### src/adcpk_params.svh
// Purpose: Constants for the ADC mode control and peak readback block.
// Assumes: 100 MHz system clock; control port pins sampled synchronously.
// Notes: Control word is addr[15:12], read flag [11], spare [10], data [9:0].
`ifndef ADCPK_PARAMS_SVH
`define ADCPK_PARAMS_SVH

`define ADCPK_WORD_BITS 5'h10
`define ADCPK_ADDR_MSB 15
`define ADCPK_ADDR_LSB 12
`define ADCPK_RNW_BIT 11
`define ADCPK_DATA_MSB 9

`define ADCPK_ADDR_CTRL1 4'h8
`define ADCPK_ADDR_CTRL3 4'hA
`define ADCPK_ADDR_PEAK0 4'hC
`define ADCPK_ADDR_PEAK3 4'hF

`define ADCPK_CTRL1_RATE_BIT 0
`define ADCPK_CTRL1_BUSY_BIT 9
`define ADCPK_CTRL3_MODE_LSB 0
`define ADCPK_CTRL3_GL_LSB 2
`define ADCPK_CTRL3_GR_LSB 5
`define ADCPK_CTRL3_MUX_BIT 8

`define ADCPK_GAIN_MAX 3'h4
`define ADCPK_PEAK_MAX 10'h03C
`define ADCPK_PEAK_ZERO 10'h000
`define ADCPK_OSR_48K 8'h80
`define ADCPK_OSR_96K 8'h40
`define ADCPK_INIT_FRAMES 5'h14
`define ADCPK_SCLK_MAX_HZ 8000000
`define ADCPK_CLK_HZ 100000000

`endif

### src/adcpk_pkg.sv
// Purpose: Types for the ADC mode control and peak readback block.
// Assumes: Constants come from adcpk_params.svh.
// Notes: Mode code 2'b11 is illegal and is never stored.
package adcpk_pkg;
    typedef enum logic [1:0] {
        ADCPK_MODE_DIRECT = 2'b00,
        ADCPK_MODE_PGA_DIFF = 2'b01,
        ADCPK_MODE_MUX_PGA = 2'b10
    } adcpk_mode_e;

    typedef struct packed {
        logic rate96;
        adcpk_mode_e mode;
        logic [2:0] gain_l;
        logic [2:0] gain_r;
        logic mux_sel;
    } adcpk_cfg_s;

    typedef logic [9:0] adcpk_peak_t;
endpackage : adcpk_pkg

### src/adcpk_top.sv
// Purpose: Serial control port, ADC mode settings and clear-on-read peak detectors.
// Assumes: All pins synchronous to clock; control clock far slower than clock.
// Notes: Read data is returned in the transaction that follows the read command.
// Notes: Writes that arrive while the internal clear runs are dropped, not queued.
// Notes: Peaks of the secondary pair stop tracking while the 96 kHz rate is selected; a read still clears them.
`include "adcpk_params.svh"
`timescale 1ns/100ps
`default_nettype none
module adcpk_top
    import adcpk_pkg::*;
(
    input wire logic clock, // 100 MHz system clock
    input wire logic rst_n, // Power-down reset pin, active low
    input wire logic ctl_sclk, // Control serial clock
    input wire logic ctl_sdi, // Control serial data in
    input wire logic ctl_latch_n, // Control word frame, active low
    output logic ctl_sdo, // Control serial data out
    output logic ctl_sdo_oe, // Serial out drive enable
    input wire logic frame_tick, // One pulse per sample frame
    input wire logic [3:0][9:0] level_in, // Per-channel level, 60 = 0 dB
    input wire logic [3:0] level_valid, // Level strobe per channel
    output adcpk_cfg_s cfg_q, // Current ADC settings
    output logic [7:0] osr_q, // Decimation ratio
    output logic secondary_en_q, // Secondary pair converting
    output logic init_busy_q // Internal clear running
);
    logic sclk_prev_q;
    logic latch_prev_q;
    logic [15:0] in_q;
    logic [15:0] in_d;
    logic [4:0] cnt_q;
    logic [4:0] cnt_d;
    logic [15:0] out_q;
    logic [15:0] out_d;
    logic sdo_d;
    logic [4:0] init_q;
    logic [4:0] init_d;
    adcpk_cfg_s cfg_d;
    adcpk_peak_t peak_q [4];
    adcpk_peak_t peak_d [4];

    logic sclk_rise;
    logic sclk_fall;
    logic frame_start;
    logic frame_end;
    logic cmd_ok;
    logic cmd_read;
    logic [3:0] cmd_addr;
    logic [9:0] cmd_data;
    logic [3:0] rd_clear;
    logic [9:0] rd_val;
    logic busy;
    logic [7:0] osr_d;
    logic sec_en_d;
    logic busy_d;
    logic sdo_oe_d;

    // Edge detect on sampled pins; reset values match the idle levels
    assign sclk_rise = ctl_sclk & ~sclk_prev_q & ~ctl_latch_n;
    assign sclk_fall = ~ctl_sclk & sclk_prev_q & ~ctl_latch_n;
    assign frame_start = ~ctl_latch_n & latch_prev_q;
    assign frame_end = ctl_latch_n & ~latch_prev_q;
    assign cmd_ok = frame_end && (cnt_q == `ADCPK_WORD_BITS);
    assign cmd_read = in_q[`ADCPK_RNW_BIT];
    assign cmd_addr = in_q[`ADCPK_ADDR_MSB:`ADCPK_ADDR_LSB];
    assign cmd_data = in_q[`ADCPK_DATA_MSB:0];
    assign busy = (init_q != 5'h00);

    // Serial shifting and command decode
    always_comb begin
        in_d = in_q;
        cnt_d = cnt_q;
        out_d = out_q;
        sdo_d = ctl_sdo;
        rd_clear = 4'h0;
        rd_val = 10'h000;
        if (frame_start) begin
            cnt_d = 5'h00;
            sdo_d = out_q[15];
            out_d = {out_q[14:0], 1'b0};
        end else if (sclk_rise && cnt_q != `ADCPK_WORD_BITS) begin
            // Bits past sixteen are ignored, so a long frame acts on its first sixteen bits
            in_d = {in_q[14:0], ctl_sdi};
            cnt_d = cnt_q + 5'h01;
        end else if (sclk_fall) begin
            sdo_d = out_q[15];
            out_d = {out_q[14:0], 1'b0};
        end
        if (cmd_ok && cmd_read) begin
            unique case (cmd_addr)
                `ADCPK_ADDR_CTRL1: begin
                    rd_val[`ADCPK_CTRL1_RATE_BIT] = cfg_q.rate96;
                    rd_val[`ADCPK_CTRL1_BUSY_BIT] = busy;
                end
                `ADCPK_ADDR_CTRL3: begin
                    rd_val[`ADCPK_CTRL3_MODE_LSB +: 2] = cfg_q.mode;
                    rd_val[`ADCPK_CTRL3_GL_LSB +: 3] = cfg_q.gain_l;
                    rd_val[`ADCPK_CTRL3_GR_LSB +: 3] = cfg_q.gain_r;
                    rd_val[`ADCPK_CTRL3_MUX_BIT] = cfg_q.mux_sel;
                end
                default: begin
                    if (cmd_addr >= `ADCPK_ADDR_PEAK0) begin
                        rd_val = peak_q[cmd_addr[1:0]];
                        rd_clear[cmd_addr[1:0]] = 1'b1;
                    end
                end
            endcase
            // Read data goes back in the next frame, upper bits zero
            out_d = {6'h00, rd_val};
        end
    end

    // Control registers
    always_comb begin
        cfg_d = cfg_q;
        if (cmd_ok && !cmd_read && !busy) begin
            if (cmd_addr == `ADCPK_ADDR_CTRL1) begin
                cfg_d.rate96 = cmd_data[`ADCPK_CTRL1_RATE_BIT];
            end else if (cmd_addr == `ADCPK_ADDR_CTRL3) begin
                // Illegal mode code keeps the old mode
                if (cmd_data[`ADCPK_CTRL3_MODE_LSB +: 2] != 2'h3) begin
                    cfg_d.mode = adcpk_mode_e'(cmd_data[`ADCPK_CTRL3_MODE_LSB +: 2]);
                end
                // Gain codes above 12 dB saturate
                if (cmd_data[`ADCPK_CTRL3_GL_LSB +: 3] > `ADCPK_GAIN_MAX) begin
                    cfg_d.gain_l = `ADCPK_GAIN_MAX;
                end else begin
                    cfg_d.gain_l = cmd_data[`ADCPK_CTRL3_GL_LSB +: 3];
                end
                if (cmd_data[`ADCPK_CTRL3_GR_LSB +: 3] > `ADCPK_GAIN_MAX) begin
                    cfg_d.gain_r = `ADCPK_GAIN_MAX;
                end else begin
                    cfg_d.gain_r = cmd_data[`ADCPK_CTRL3_GR_LSB +: 3];
                end
                cfg_d.mux_sel = cmd_data[`ADCPK_CTRL3_MUX_BIT];
            end
        end
        init_d = init_q;
        if (frame_tick && busy) begin
            init_d = init_q - 5'h01;
        end
        busy_d = (init_d != 5'h00);
        // Ratio and pair enable follow the rate bit in the same cycle as cfg
        osr_d = cfg_d.rate96 ? `ADCPK_OSR_96K : `ADCPK_OSR_48K;
        sec_en_d = ~cfg_d.rate96;
        sdo_oe_d = ~ctl_latch_n;
    end

    // Peak detectors
    always_comb begin
        adcpk_peak_t lvl;
        logic active;
        lvl = `ADCPK_PEAK_ZERO;
        active = 1'b0;
        for (int ch = 0; ch < 4; ch++) begin
            peak_d[ch] = peak_q[ch];
            lvl = (level_in[ch] > `ADCPK_PEAK_MAX) ? `ADCPK_PEAK_MAX : level_in[ch];
            active = level_valid[ch] && !busy && (ch < 2 || !cfg_q.rate96);
            if (busy) begin
                peak_d[ch] = `ADCPK_PEAK_ZERO;
            end else if (rd_clear[ch]) begin
                // A strobe in the clear cycle wins so no sample is lost
                peak_d[ch] = active ? lvl : `ADCPK_PEAK_ZERO;
            end else if (active && lvl > peak_q[ch]) begin
                peak_d[ch] = lvl;
            end
        end
    end

    // State registers only; next values come from the blocks above, edge samples straight from the pins
    always_ff @(posedge clock or negedge rst_n) begin
        if (!rst_n) begin
            sclk_prev_q <= 1'b0;
            latch_prev_q <= 1'b1;
            in_q <= 16'h0000;
            cnt_q <= 5'h00;
            out_q <= 16'h0000;
            ctl_sdo <= 1'b0;
            ctl_sdo_oe <= 1'b0;
            init_q <= `ADCPK_INIT_FRAMES;
            init_busy_q <= 1'b1;
            cfg_q <= '{
                rate96: 1'b0,
                mode: ADCPK_MODE_DIRECT,
                gain_l: 3'h0,
                gain_r: 3'h0,
                mux_sel: 1'b0
            };
            osr_q <= `ADCPK_OSR_48K;
            secondary_en_q <= 1'b1;
            for (int ch = 0; ch < 4; ch++) begin
                peak_q[ch] <= `ADCPK_PEAK_ZERO;
            end
        end else begin
            sclk_prev_q <= ctl_sclk;
            latch_prev_q <= ctl_latch_n;
            in_q <= in_d;
            cnt_q <= cnt_d;
            out_q <= out_d;
            ctl_sdo <= sdo_d;
            ctl_sdo_oe <= sdo_oe_d;
            init_q <= init_d;
            init_busy_q <= busy_d;
            cfg_q <= cfg_d;
            osr_q <= osr_d;
            secondary_en_q <= sec_en_d;
            for (int ch = 0; ch < 4; ch++) begin
                peak_q[ch] <= peak_d[ch];
            end
        end
    end
endmodule : adcpk_top
`default_nettype wire

### config.mk
export PLATFORM = sky130hd
export DESIGN_NAME = adcpk_top
export DESIGN_NICKNAME = d
export VERILOG_FILES = /design/src/adcpk_pkg.sv /design/src/adcpk_top.sv
export VERILOG_INCLUDE_DIRS = /design/src
export SDC_FILE = /design/constraint.sdc
export NUM_CORES = 1
export LEC_CHECK = 0
export BUFFER_PORTS_ARGS = -buffer_cell sky130_fd_sc_hd__buf_2
export CAP_MARGIN = 20
export CORE_MARGIN = 3
export CORE_UTILIZATION = 45
export DETAILED_ROUTE_END_ITERATION = 10
export PLACE_DENSITY = 0.67
export SETUP_SLACK_MARGIN = 0.1
export SYNTH_ARGS = -nofsm -noshare
export SYNTH_HDL_FRONTEND = slang
export SYNTH_SLANG_ARGS = --single-unit
### constraint.sdc
create_clock -name clock -period 2.14 [get_ports clock]
set_input_delay 0 -clock clock [delete_from_list [all_inputs] [get_ports clock]]
set_output_delay 0 -clock clock [all_outputs]
set_load 0.02 [all_outputs]
==> results of run 1 <==
[where the power goes]
group | leakage, nW | internal (mW) | switching [mW]
clock network | 0.136 | 0.826 | 0.698
logic | 2.20 | 0.424 | 0.420
registers | 1.23 | 2.05 | 0.148
total | 3.57 | 3.30 | 1.27
[area by class of cell]
cell class                      count  share of cell area, %
Inverter                           66                   3.27
Clock inverter                      5                  0.511
Multi-Input combinational cell    386                   45.0
Tap cell                          164                   2.70
Timing Repair Buffer              140                   13.0
Clock buffer                       11                   3.20
Sequential cell                    98                   32.4
[routing by layer]
layer  GRT usage, %  vias to the layer above
met5              0                        -
met4           8.94                        0
li1               -                     2196
met3           3.03                       28
met2           34.8                      107
met1           26.6                     2212
[logic make-up (layout without fill, tap and decap cells)]
family	count (synthesis)	count (layout)	share of synthesized area (%)
compound gates	96	96	10.9
mux	47	47	11.2
simple gates	171	171	16.0
buf+inv	91	222	6.86
flops	98	98	44.2
xor+xnor	7	7	1.10
fa+ha+maj	43	43	9.68
other cells	1	22	0.0674
[final timing paths]
path	startpoint	end	cells past startpoint
worst max-delay path	level_in[19]	peak_q[24]	11
worst min-delay path	level_in[11]	peak_q[21]	4
worst max register to register	init_q[1]	init_busy_q	8
worst min register to register	ctl_sdo	ctl_sdo	1
max in group asynchronous	rst_n	init_busy_q	3
min in group asynchronous	rst_n	peak_q[34]	2
[metrics by stage]
step                hold WS (ns)  area [µm²]  std cells  utilization [%]
floorplan                 -0.296        5870        575                -
global placement          0.0513        6590        826             56.0
detailed placement        0.0577        6590        826             56.0
CTS                       0.0114        7180        863             61.1
global route              0.0299        7590        870             64.5
finish                    0.0162        7590        870             64.5
[sequential cells by signal, indices dropped and copies added (netlist names)]
| register | cells |
|---|---|
| latch_prev_q | 1 |
| ctl_sdo_oe | 1 |
| cfg_q | 9 |
| out_q | 16 |
| init_q | 5 |
| init_busy_q | 1 |
| cnt_q | 5 |
| sclk_prev_q | 1 |
| in_q | 16 |
| osr_q | 2 |
| ctl_sdo | 1 |
| peak_q | 40 |
[worst min-delay path, stage by stage]
cell	delay [ns]
sky130_fd_sc_hd__buf_2	0.10
sky130_fd_sc_hd__nand2_2	0.07
sky130_fd_sc_hd__buf_4	0.10
sky130_fd_sc_hd__o21ai_2	0.05
[synthesized netlist by cell type (2+ instances only)]
master | instances | area, µm²
sky130_fd_sc_hd__nand2b_1 | 14 | 87.6
sky130_fd_sc_hd__mux2i_1 | 15 | 150
sky130_fd_sc_hd__nand4_1 | 11 | 68.8
sky130_fd_sc_hd__ha_1 | 43 | 538
sky130_fd_sc_hd__a211oi_1 | 8 | 60.1
sky130_fd_sc_hd__o31ai_1 | 2 | 15.0
sky130_fd_sc_hd__inv_1 | 66 | 248
sky130_fd_sc_hd__nor2_1 | 46 | 173
sky130_fd_sc_hd__buf_2 | 2 | 10.0
sky130_fd_sc_hd__or2_2 | 5 | 31.3
sky130_fd_sc_hd__nor3_1 | 3 | 15.0
sky130_fd_sc_hd__nand2_1 | 48 | 180
sky130_fd_sc_hd__buf_4 | 8 | 60.1
sky130_fd_sc_hd__or3_1 | 2 | 12.5
sky130_fd_sc_hd__nand3_1 | 5 | 25.0
sky130_fd_sc_hd__xnor2_1 | 3 | 26.3
sky130_fd_sc_hd__a41oi_1 | 4 | 35.0
sky130_fd_sc_hd__dfrtp_1 | 93 | 2330
sky130_fd_sc_hd__mux4_2 | 10 | 225
sky130_fd_sc_hd__mux2_2 | 22 | 248
sky130_fd_sc_hd__o21a_1 | 2 | 15.0
sky130_fd_sc_hd__dfstp_2 | 5 | 131
sky130_fd_sc_hd__and2_1 | 14 | 87.6
sky130_fd_sc_hd__nor4_1 | 2 | 12.5
sky130_fd_sc_hd__a2111o_1 | 2 | 22.5
sky130_fd_sc_hd__or4_1 | 4 | 30.0
sky130_fd_sc_hd__a21oi_1 | 19 | 95.1
sky130_fd_sc_hd__nor2b_1 | 5 | 31.3
sky130_fd_sc_hd__o22ai_1 | 2 | 12.5
sky130_fd_sc_hd__xor2_1 | 4 | 35.0
sky130_fd_sc_hd__clkbuf_1 | 13 | 48.8
sky130_fd_sc_hd__a22oi_1 | 8 | 60.1
sky130_fd_sc_hd__o21ai_0 | 38 | 190
sky130_fd_sc_hd__or3_2 | 2 | 15.0
[repair_timing]
item | in CTS | in global routing
resized for setup | 31 | 78
pin swaps | 13 | 33
setup endpoints to repair | 40 | 77
cloned | 0 | 2
hold endpoints to repair | 53 | 0
hold buffers | 6 | 0
setup buffers | 15 | 5
==> summary.txt, run 1 <==
Placed design
  • Dpl ws: -0.345 ns
  • HPWL reported at the end of detailed placement: 10100 µm
  • Routability congestion estimate from global placement: approximately 0.9
  • Count of input and output buffers: 65

Global routing
  • Maximum number of pins on one net before global-route repair: 52
  • Initial antenna violation count: 0
  • Number of global-route vias before repair: roughly 4600
  • Gr ovfl total: 0
  • Global-route wire length before repair: 22000 µm
  • All-layer global routing usage: 20.7%

Route
  • Uppermost layer routed: met4
  • Via density per instance: between 5 and 6
  • Total met3 wirelength after detailed routing: 534 µm
  • Wire length per cell: 15.9 µm
  • Number of nets still failing antenna checks after routing: 0
  • Number of design rule violations left after detail routing: 0
  • Via count: 4543
  • Amount of wire on met2 after detailed routing: 7150 µm
  • Met1 routed wirelength after detailed routing: 5760 µm
  • Number of DRC markers after the initial detailed-route iteration: 214
  • Number of iterations in the first detailed-routing pass: 5
  • Detailed Route WL: 13900 µm

Setup path
  • Top delay family on crit path: simple AND/OR/NAND/NOR gates
  • Critical path's slowest cell: sky130_fd_sc_hd__or4_4
  • Startpoint kind of the worst setup timing path: input port
  • Sum of buffers and inverters on the critical path: 1
  • Highest fanout seen on the critical path: 6
  • Setup crit end kind: flop
  • Critical path, cell by cell: buf_6 > or4_4 > a41oi_4 > nand2_2 > ha_1 > nand2b_4 > a211oi_2 > a2111o_1 > a21oi_2 > or3_4 > o21ai_2
  • Largest incremental delay on the critical path: 0.62 ns
  • Arrival time of data at the critical path endpoint: 2.41 ns
  • Critical path class: in -> reg
  • Worst endpoint required time: about 2.4 ns
  • Register-to-register setup slack: 0.02 ns

Clocking
  • Clock network latency to the later pin of the worst-skew pair: 0.35 ns
  • CTS Sinks: 98
  • TritonCTS clock tree: built
  • Max H-tree Level: 3
  • CTS Buf Count: 9
  • Max Buffers Root-to-Sink: 2
  • Clk Tree Root Cell: sky130_fd_sc_hd__clkbuf_16
  • Clk pin slew, worst setup/hold paths: roughly 0.060 ns

Cells and area
  • Share of cells above drive strength 1: 41.9%
  • Area of the multi-input gates: approximately 0.0034 mm²
  • Fill cells: 922
  • Area taken by flip-flops and latches: 0.00246 mm²
  • # diodes: 0
  • Signed area change from the synthesized netlist to the final layout: 36.5%
  • Net total in the final layout: 794
  • Commonest cells after routing, fill and taps aside: sky130_fd_sc_hd__dfrtp_1, sky130_fd_sc_hd__inv_1, sky130_fd_sc_hd__buf_2
  • Leading cell type in the layout, fill and taps excluded: sky130_fd_sc_hd__dfrtp_1

Pwr
  • Ratio of total power to cell area: around 600 mW/mm²
  • Worst-case vdd ir drop: 0.000374 V
  • Power, Total: 4.57 mW
  • Static leakage: 3.57 nW

Synthesis
  • Flip-flop and latch count after synthesis: 98
  • Synth async-reset ratio: 100%
  • Ys flop type: sky130_fd_sc_hd__dfrtp_1
  • Sequential element share of the synthesized area: 44.2%
  • Syn Inst Count: 554
  • Synth unique cells: 58
  • EDFF count, synth: 0
  • Cell area after synthesis: around 0.0056 mm²
  • Syn avg cell area: between 10 and 15 µm²
  • Number of warning messages in the yosys log: 0

STA
  • Headroom to the max-slew limit: 58.1%
  • Fin. Hold Viols: 0
  • Transition at the pin with the smallest max-transition slack: 0.629 ns
  • Sum of negative setup slack: 0 ns
  • Final setup violating endpoints: 0
  • Part of the cycle the worst path needs: between 90% and 100%
  • Min Tclk post-route: 2.14 ns
  • Highest achievable clock rate: 468 MHz
  • Final worst-path setup slack: 0.00218 ns
  • RSZ-0062 raised after global routing: true
  • Final max-slew violation count: 0
  • Clock Skew: between 0.009 and 0.01 ns

Hold path
  • Hold crit path type: in -> reg

Run
  • # Max-Cap Violations: 0

Floorplan
  • IO Count: 72
  • Core Footprint: 0.0118 mm²
  • Y dimension of the die: between 100 and 150 µm
  • Total Die Area: 0.0137 mm²
  • Die Span X: 117 µm
  • Core Rows: 39
  • Initial standard-cell utilization of the core: a little under half

Outcome
  • Run status: completed
(Power assumes the default switching activity.)
==> run 2, diff against run 1 <==
--- a/config.mk
+++ b/config.mk
@@ -6,6 +6,7 @@
 export SDC_FILE = /design/constraint.sdc
 export NUM_CORES = 1
 export LEC_CHECK = 0
+export ABC_AREA = 1
 export BUFFER_PORTS_ARGS = -buffer_cell sky130_fd_sc_hd__buf_2
 export CAP_MARGIN = 20
 export CORE_MARGIN = 3
==> summary.txt, run 2 <==
Setup path
  • Worst endpoint required time: 2.38 ns
  • Sum of buffers and inverters on the critical path: 4
  • Setup crit end kind: flop
  • Critical path's slowest cell: sky130_fd_sc_hd__dfrtp_1
  • Arrival time of data at the critical path endpoint: about 2.1 ns
  • Startpoint kind of the worst setup timing path: flop
  • Top delay family on crit path: buffers and inverters
  • Largest incremental delay on the critical path: 0.36 ns
  • Critical path, cell by cell: inv_1 > ha_2 > nand3_2 > buf_4 > nor2_1 > o21ai_0 > inv_1 > nand2_1 > buf_4 > nand3_1 > nand2_1
  • Critical path class: reg -> reg
  • Highest fanout seen on the critical path: 6

Synthesis
  • Flip-flop and latch count after synthesis: 98
  • Cell area after synthesis: 0.00607 mm²
  • EDFF count, synth: 0
  • Syn avg cell area: 7.42 µm²
  • Ys flop type: sky130_fd_sc_hd__dfrtp_1
  • Commonest cells post-synth: sky130_fd_sc_hd__nand2_1, sky130_fd_sc_hd__inv_1, sky130_fd_sc_hd__dfrtp_1
  • Syn Inst Count: 817
  • Number of warning messages in the yosys log: 0
  • Leading cell type by number of instances after synthesis: sky130_fd_sc_hd__nand2_1
  • Synth unique cells: 43
  • Cell type with the largest total area after synthesis: sky130_fd_sc_hd__dfrtp_1
  • Share of the synthesized area in the top cell type: between 30% and 40%
  • Cell types with the largest area share after synthesis: sky130_fd_sc_hd__dfrtp_1, sky130_fd_sc_hd__nand2_1, sky130_fd_sc_hd__ha_1
  • Synth async-reset ratio: 100%
  • Sequential element share of the synthesized area: 40.5%

Floorplan
  • Core Footprint: 0.0129 mm²
  • IO Count: 72
  • Total Die Area: between 0.01 and 0.015 mm²
  • Initial standard-cell utilization of the core: between 40% and 50%
  • Core Rows: 41
  • Y dimension of the die: around 120 µm
  • Die Span X: 122 µm

STA
  • Final setup violating endpoints: 0
  • Sum of negative setup slack: 0 ns
  • Final worst-path setup slack: around 0.27 ns
  • Clock Skew: 0.0104 ns
  • Fin. Hold Viols: 0
  • Min Tclk post-route: 1.87 ns
  • Final max-slew violation count: 0
  • Highest achievable clock rate: 534 MHz
  • RSZ-0062 raised after global routing: true
  • Part of the cycle the worst path needs: 87.5%

Route
  • Detailed Route WL: 13600 µm
  • Number of DRC markers after the initial detailed-route iteration: ~300
  • Via count: roughly 5300
  • Via density per instance: 4.78
  • Number of design rule violations left after detail routing: 0
  • Number of nets still failing antenna checks after routing: 0
  • Number of iterations in the first detailed-routing pass: 5
  • Wire length per cell: 12.3 µm

Clocking
  • CTS Buf Count: 9
  • Clk pin slew, worst setup/hold paths: 0.07 ns
  • Max Buffers Root-to-Sink: 2
  • TritonCTS clock tree: built
  • Clk Tree Root Cell: sky130_fd_sc_hd__clkbuf_16
  • CTS Sinks: 98
  • Max H-tree Level: 3
  • Clock network latency to the later pin of the worst-skew pair: 0.35 ns

Placed design
  • Routability congestion estimate from global placement: 0.928
  • Dpl ws: 0.0371 ns
  • Count of input and output buffers: 65
  • HPWL reported at the end of detailed placement: between 10000 and 15000 µm

Cells and area
  • Fill cells: 1194
  • Signed area change from the synthesized netlist to the final layout: 17.9%
  • # diodes: 0
  • Share of cells above drive strength 1: 16.0%
  • Fin util: 55.5%
  • Largest registers ranked by flip-flop count: peak_q x40, in_q x16, out_q x16
  • Net total in the final layout: 1015
  • Leading cell type in the layout, fill and taps excluded: sky130_fd_sc_hd__nand2_1
  • Flip-flop count of the largest register after layout: 40
  • Biggest register: peak_q
  • Commonest cells after routing, fill and taps aside: sky130_fd_sc_hd__nand2_1, sky130_fd_sc_hd__inv_1, sky130_fd_sc_hd__dfrtp_1

Global routing
  • Global-route wire length before repair: about 23000 µm
  • All-layer global routing usage: between 10% and 20%
  • Maximum number of pins on one net before global-route repair: 50
  • Initial antenna violation count: 0
  • Number of global-route vias before repair: ~4900
  • Gr ovfl total: 0

Pwr
  • Worst-case vdd ir drop: 0.000400 V
  • Power, Total: roughly 5.9 mW
  • Ratio of total power to cell area: about 800 mW/mm²
  • Static leakage: 3.65 nW

Hold path
  • Hold crit path type: in -> reg

Run
  • # Max-Cap Violations: 0

Outcome
  • Run status: completed
==> run 2: cell types whose count changed in the layout (fill, tap and decap cells not counted), moves of 15 or more <==
cell,change
sky130_fd_sc_hd__buf_4,-39
sky130_fd_sc_hd__ha_1,+15
sky130_fd_sc_hd__ha_4,-15
sky130_fd_sc_hd__inv_1,+62
sky130_fd_sc_hd__mux2_2,-20
sky130_fd_sc_hd__nand2_1,+180
sky130_fd_sc_hd__nand3_1,+57
sky130_fd_sc_hd__nor2_1,+54
sky130_fd_sc_hd__o21ai_0,+21
==> run 2: through the flow <==
stage	hold WS, ns	std cells	instance area, µm²
after detailed placement	-0.0735	1077	6750
after floorplan	-0.296	838	6140
final	0.0224	1099	7150
after CTS	0.0136	1097	7100
after global placement	-0.0753	1077	6750
after global routing	0.0386	1099	7150
==> run 2: final timing paths <==
path / start / to / slack [ns] / cells past startpoint
setup / recovery: init_q[0] / peak_q[32] / 0.27 / 11
hold / removal: level_in[30] / peak_q[0] / 0.02 / 5
setup reg to reg: init_q[0] / peak_q[32] / 0.27 / 11
hold reg to reg: out_q[1] / out_q[1] / 0.48 / 2
max in group asynchronous: rst_n / peak_q[36] / 1.42 / 3
min in group asynchronous: rst_n / init_q[0] / 0.09 / 2
==> run 2: area by class of cell <==
| type | instances | area, µm² | area share, % |
|---|---|---|---|
| multi-input combinational | 589 | 3100 | 43.3 |
| sequential | 98 | 2460 | 34.4 |
| timing repair buffer | 91 | 571 | 7.98 |
| inverter | 133 | 502 | 7.02 |
| clock buffer | 9 | 225 | 3.15 |
| tap | 172 | 215 | 3.01 |
| clock inverter | 7 | 83.8 | 1.17 |
==> run 2: power breakdown <==
part	total (mW)	switching, mW	leakage, nW	internal [mW]
registers	2.36	0.188	1.26	2.17
clock network	1.67	0.745	0.142	0.927
logic	1.84	1.19	2.24	0.650
total	5.87	2.13	3.65	3.75
==> run 2: logic make-up (layout without fill, tap and decap cells) <==
kind of cell             count (synthesis)  after routing  synth area share (%)
AND/OR/NAND/NOR                        420            420                  30.5
adder cells (fa/ha/maj)                 43             43                  8.87
AO/OA/AOI/OAI                          100            100                  9.28
flip-flops                              98             98                  40.5
other                                    1             22                0.0618
XOR/XNOR                                 4              4                 0.578
buffers and inverters                  151            240                  10.2
==> run 2: worst reg2reg max path, cell delays in order, from the launching register on <==
cell	delay (ns)
sky130_fd_sc_hd__dfrtp_1	0.36
sky130_fd_sc_hd__inv_1	0.10
sky130_fd_sc_hd__ha_2	0.24
sky130_fd_sc_hd__nand3_2	0.10
sky130_fd_sc_hd__buf_4	0.19
sky130_fd_sc_hd__nor2_1	0.20
sky130_fd_sc_hd__o21ai_0	0.12
sky130_fd_sc_hd__inv_1	0.06
sky130_fd_sc_hd__nand2_1	0.09
sky130_fd_sc_hd__buf_4	0.18
sky130_fd_sc_hd__nand3_1	0.07
sky130_fd_sc_hd__nand2_1	0.06
==> run 2: repair_timing <==
item | CTS | global route
buffers inserted | 0 | 2
hold endpoints to repair | 101 | 0
hold buffers | 4 | 0
setup endpoints to repair | 0 | 32
resized for setup | 0 | 7
==> run 2: routing by layer <==
metal	global-route usage [%]	vias up	wire length [µm]
li1	-	2776	-
met1	27.9	2377	6880
met2	29.8	84	6080
met3	3.11	13	388
met4	5.46	0	213
met5	0	-	0
==> run 3, diff against run 2 <==
--- a/config.mk
+++ b/config.mk
@@ -10,9 +10,8 @@
 export BUFFER_PORTS_ARGS = -buffer_cell sky130_fd_sc_hd__buf_2
 export CAP_MARGIN = 20
 export CORE_MARGIN = 3
-export CORE_UTILIZATION = 45
+export CORE_UTILIZATION = 35
 export DETAILED_ROUTE_END_ITERATION = 10
-export PLACE_DENSITY = 0.67
 export SETUP_SLACK_MARGIN = 0.1
 export SYNTH_ARGS = -nofsm -noshare
 export SYNTH_HDL_FRONTEND = slang
==> summary.txt, run 3 (synthesis results as in run 2) <==
Outcome
  • Run status: completed

STA
  • RSZ-0062 raised after global routing: false
  • Part of the cycle the worst path needs: just under 90%
  • Sum of negative setup slack: 0 ns
  • Final max-slew violation count: 0
  • Transition at the pin with the smallest max-transition slack: a little under 0.7 ns
  • Fin. Hold Viols: 0
  • Clock Skew: 0.00991 ns
  • Hold_ws: ~0.0033 ns
  • Highest achievable clock rate: 523 MHz
  • Headroom to the max-slew limit: 54.5%
  • Min Tclk post-route: 1.91 ns
  • Final setup violating endpoints: 0
  • Final worst-path setup slack: 0.227 ns

Route
  • Number of iterations in the first detailed-routing pass: 5
  • Uppermost layer routed: met4
  • Number of design rule violations left after detail routing: 0
  • Number of nets still failing antenna checks after routing: 0
  • Met1 routed wirelength after detailed routing: 7160 µm
  • Wire length per cell: 12.3 µm
  • Via count: ~5300
  • Detailed Route WL: 14200 µm
  • Via density per instance: 4.63
  • Total met3 wirelength after detailed routing: about 530 µm
  • Number of DRC markers after the initial detailed-route iteration: around 370
  • Amount of wire on met2 after detailed routing: 6240 µm

Cells and area
  • Largest registers ranked by flip-flop count: peak_q x40, in_q x16, out_q x16
  • # diodes: 0
  • Net total in the final layout: 1020
  • Commonest cells after routing, fill and taps aside: sky130_fd_sc_hd__nand2_1, sky130_fd_sc_hd__inv_1, sky130_fd_sc_hd__dfrtp_1
  • Leading cell type in the layout, fill and taps excluded: sky130_fd_sc_hd__nand2_1
  • Biggest register: peak_q
  • Signed area change from the synthesized netlist to the final layout: 19.2%
  • Flip-flop count of the largest register after layout: 40
  • Post-route standard cell area excluding fillers: 0.00723 mm²
  • Fin util: a little over two fifths
  • Share of cells above drive strength 1: 16.2%
  • Non-filler instance count after layout: roughly 1200

Setup path
  • Arrival time of data at the critical path endpoint: 2.21 ns
  • Register-to-register setup slack: 0.23 ns
  • Setup crit end kind: flop
  • Critical path, cell by cell: inv_1 > ha_1 > nand2_1 > inv_1 > nand2_4 > nor2_8 > buf_4 > nand4_1 > nand2_1 > inv_2 > nand2_4 > nand2_1 > nand2_1
  • Highest fanout seen on the critical path: 8
  • Worst reg2reg path endpoint: peak_q[4]
  • Largest incremental delay on the critical path: approximately 0.40 ns
  • CP dominant cell by count: sky130_fd_sc_hd__nand2_1
  • Worst endpoint required time: 2.43 ns
  • Critical path startpoint: cnt_q[0]
  • Worst Reg-to-Reg Cells: 13
  • Worst reg2reg path startpoint: cnt_q[0]
  • Startpoint kind of the worst setup timing path: flop
  • Critical path class: reg -> reg
  • Critical path's slowest cell: sky130_fd_sc_hd__dfrtp_1

Clocking
  • Clk Tree Root Cell: sky130_fd_sc_hd__clkbuf_16
  • CTS Buf Count: 9
  • TritonCTS clock tree: built
  • CTS Sinks: 98
  • Clk pin slew, worst setup/hold paths: around 0.07 ns
  • Max H-tree Level: 3
  • Max Buffers Root-to-Sink: 2
  • Clock network latency to the later pin of the worst-skew pair: about 0.35 ns

Global routing
  • All-layer global routing usage: 15.8%
  • Initial antenna violation count: 0
  • Maximum number of pins on one net before global-route repair: 53
  • Gr ovfl total: 0
  • Number of global-route vias before repair: 5064
  • Global-route wire length before repair: 23900 µm

Floorplan
  • IO Count: 72
  • Total Die Area: 0.0189 mm²
  • Initial standard-cell utilization of the core: around 36%
  • Core Rows: 47
  • Die Span X: 138 µm
  • Core Footprint: between 0.015 and 0.02 mm²
  • Y dimension of the die: 138 µm

Placed design
  • HPWL reported at the end of detailed placement: 11200 µm
  • Count of input and output buffers: 65
  • Dpl ws: 0.0489 ns
  • Total instance count after detailed placement: 1128
  • Routability congestion estimate from global placement: 0.839
  • Post-detailed-placement cell area: 0.00684 mm²

Pwr
  • Internal cell power: 3.64 mW
  • Clock power share: 26.1%
  • Logic gate share of total power: 32.7%
  • Power, Total: approximately 5.8 mW
  • Static leakage: 3.65 nW
  • Fraction of power spent switching nets: between 30% and 40%
  • Ratio of total power to cell area: roughly 800 mW/mm²
  • Share of total power in sequential cells: around two fifths
  • Worst-case vdd ir drop: 0.000430 V
  • Switching power summed over all nets: around 2.1 mW

Hold path
  • Hold Startpoint: level_in[11]
  • Count of cells along the worst hold path: 5
  • Hold-critical path endpoint: peak_q[21]
  • Hold crit path type: in -> reg

Run
  • # Max-Cap Violations: 0
## run 3: critical path: cells and delay by family (launching register included)
kind | cells | cell delay, ns
simple gates | 8 | 0.85
buf+inv | 4 | 0.44
fa+ha+maj | 1 | 0.15
flops | 1 | 0.40
## run 3: final cells by class
type / count / area (µm²)
Fill cell: 1718 / 9530
Multi-Input combinational cell: 590 / 3120
Sequential cell: 98 / 2460
Timing Repair Buffer: 95 / 603
Inverter: 133 / 502
Tap cell: 220 / 275
Clock buffer: 10 / 229
Clock inverter: 6 / 42.5
## run 3: worst max-delay path by stage
stage	endpoint	cells past startpoint
after floorplan	peak_q[31]	15
after global placement	peak_q[24]	16
after detailed placement	peak_q[35]	16
after CTS	peak_q[35]	13
after global routing	peak_q[0]	13
final	peak_q[4]	13
## run 3: power by group through the flow
stage | clock network (mW) | logic (mW) | registers, mW
global route | 1.64 | 2.19 | 2.41
CTS | 1.55 | 1.85 | 2.37
finish | 1.51 | 1.89 | 2.37
global placement | 0 | 1.81 | 2.40
detailed placement | 0 | 1.84 | 2.40
floorplan | 0 | 1.32 | 2.35
## run 3: repair_timing
item / CTS / global route
setup endpoints to repair: 0 / 26
setup buffers: 0 / 2
hold buffers: 5 / 0
hold endpoints to repair: 50 / 0
resized for setup: 0 / 10
## run 3: per-layer routing
metal / GRT usage, % / vias up
met5: 0 / -
met4: 5.10 / 0
met3: 2.15 / 15
met2: 24.5 / 101
met1: 22.9 / 2426
li1: - / 2791
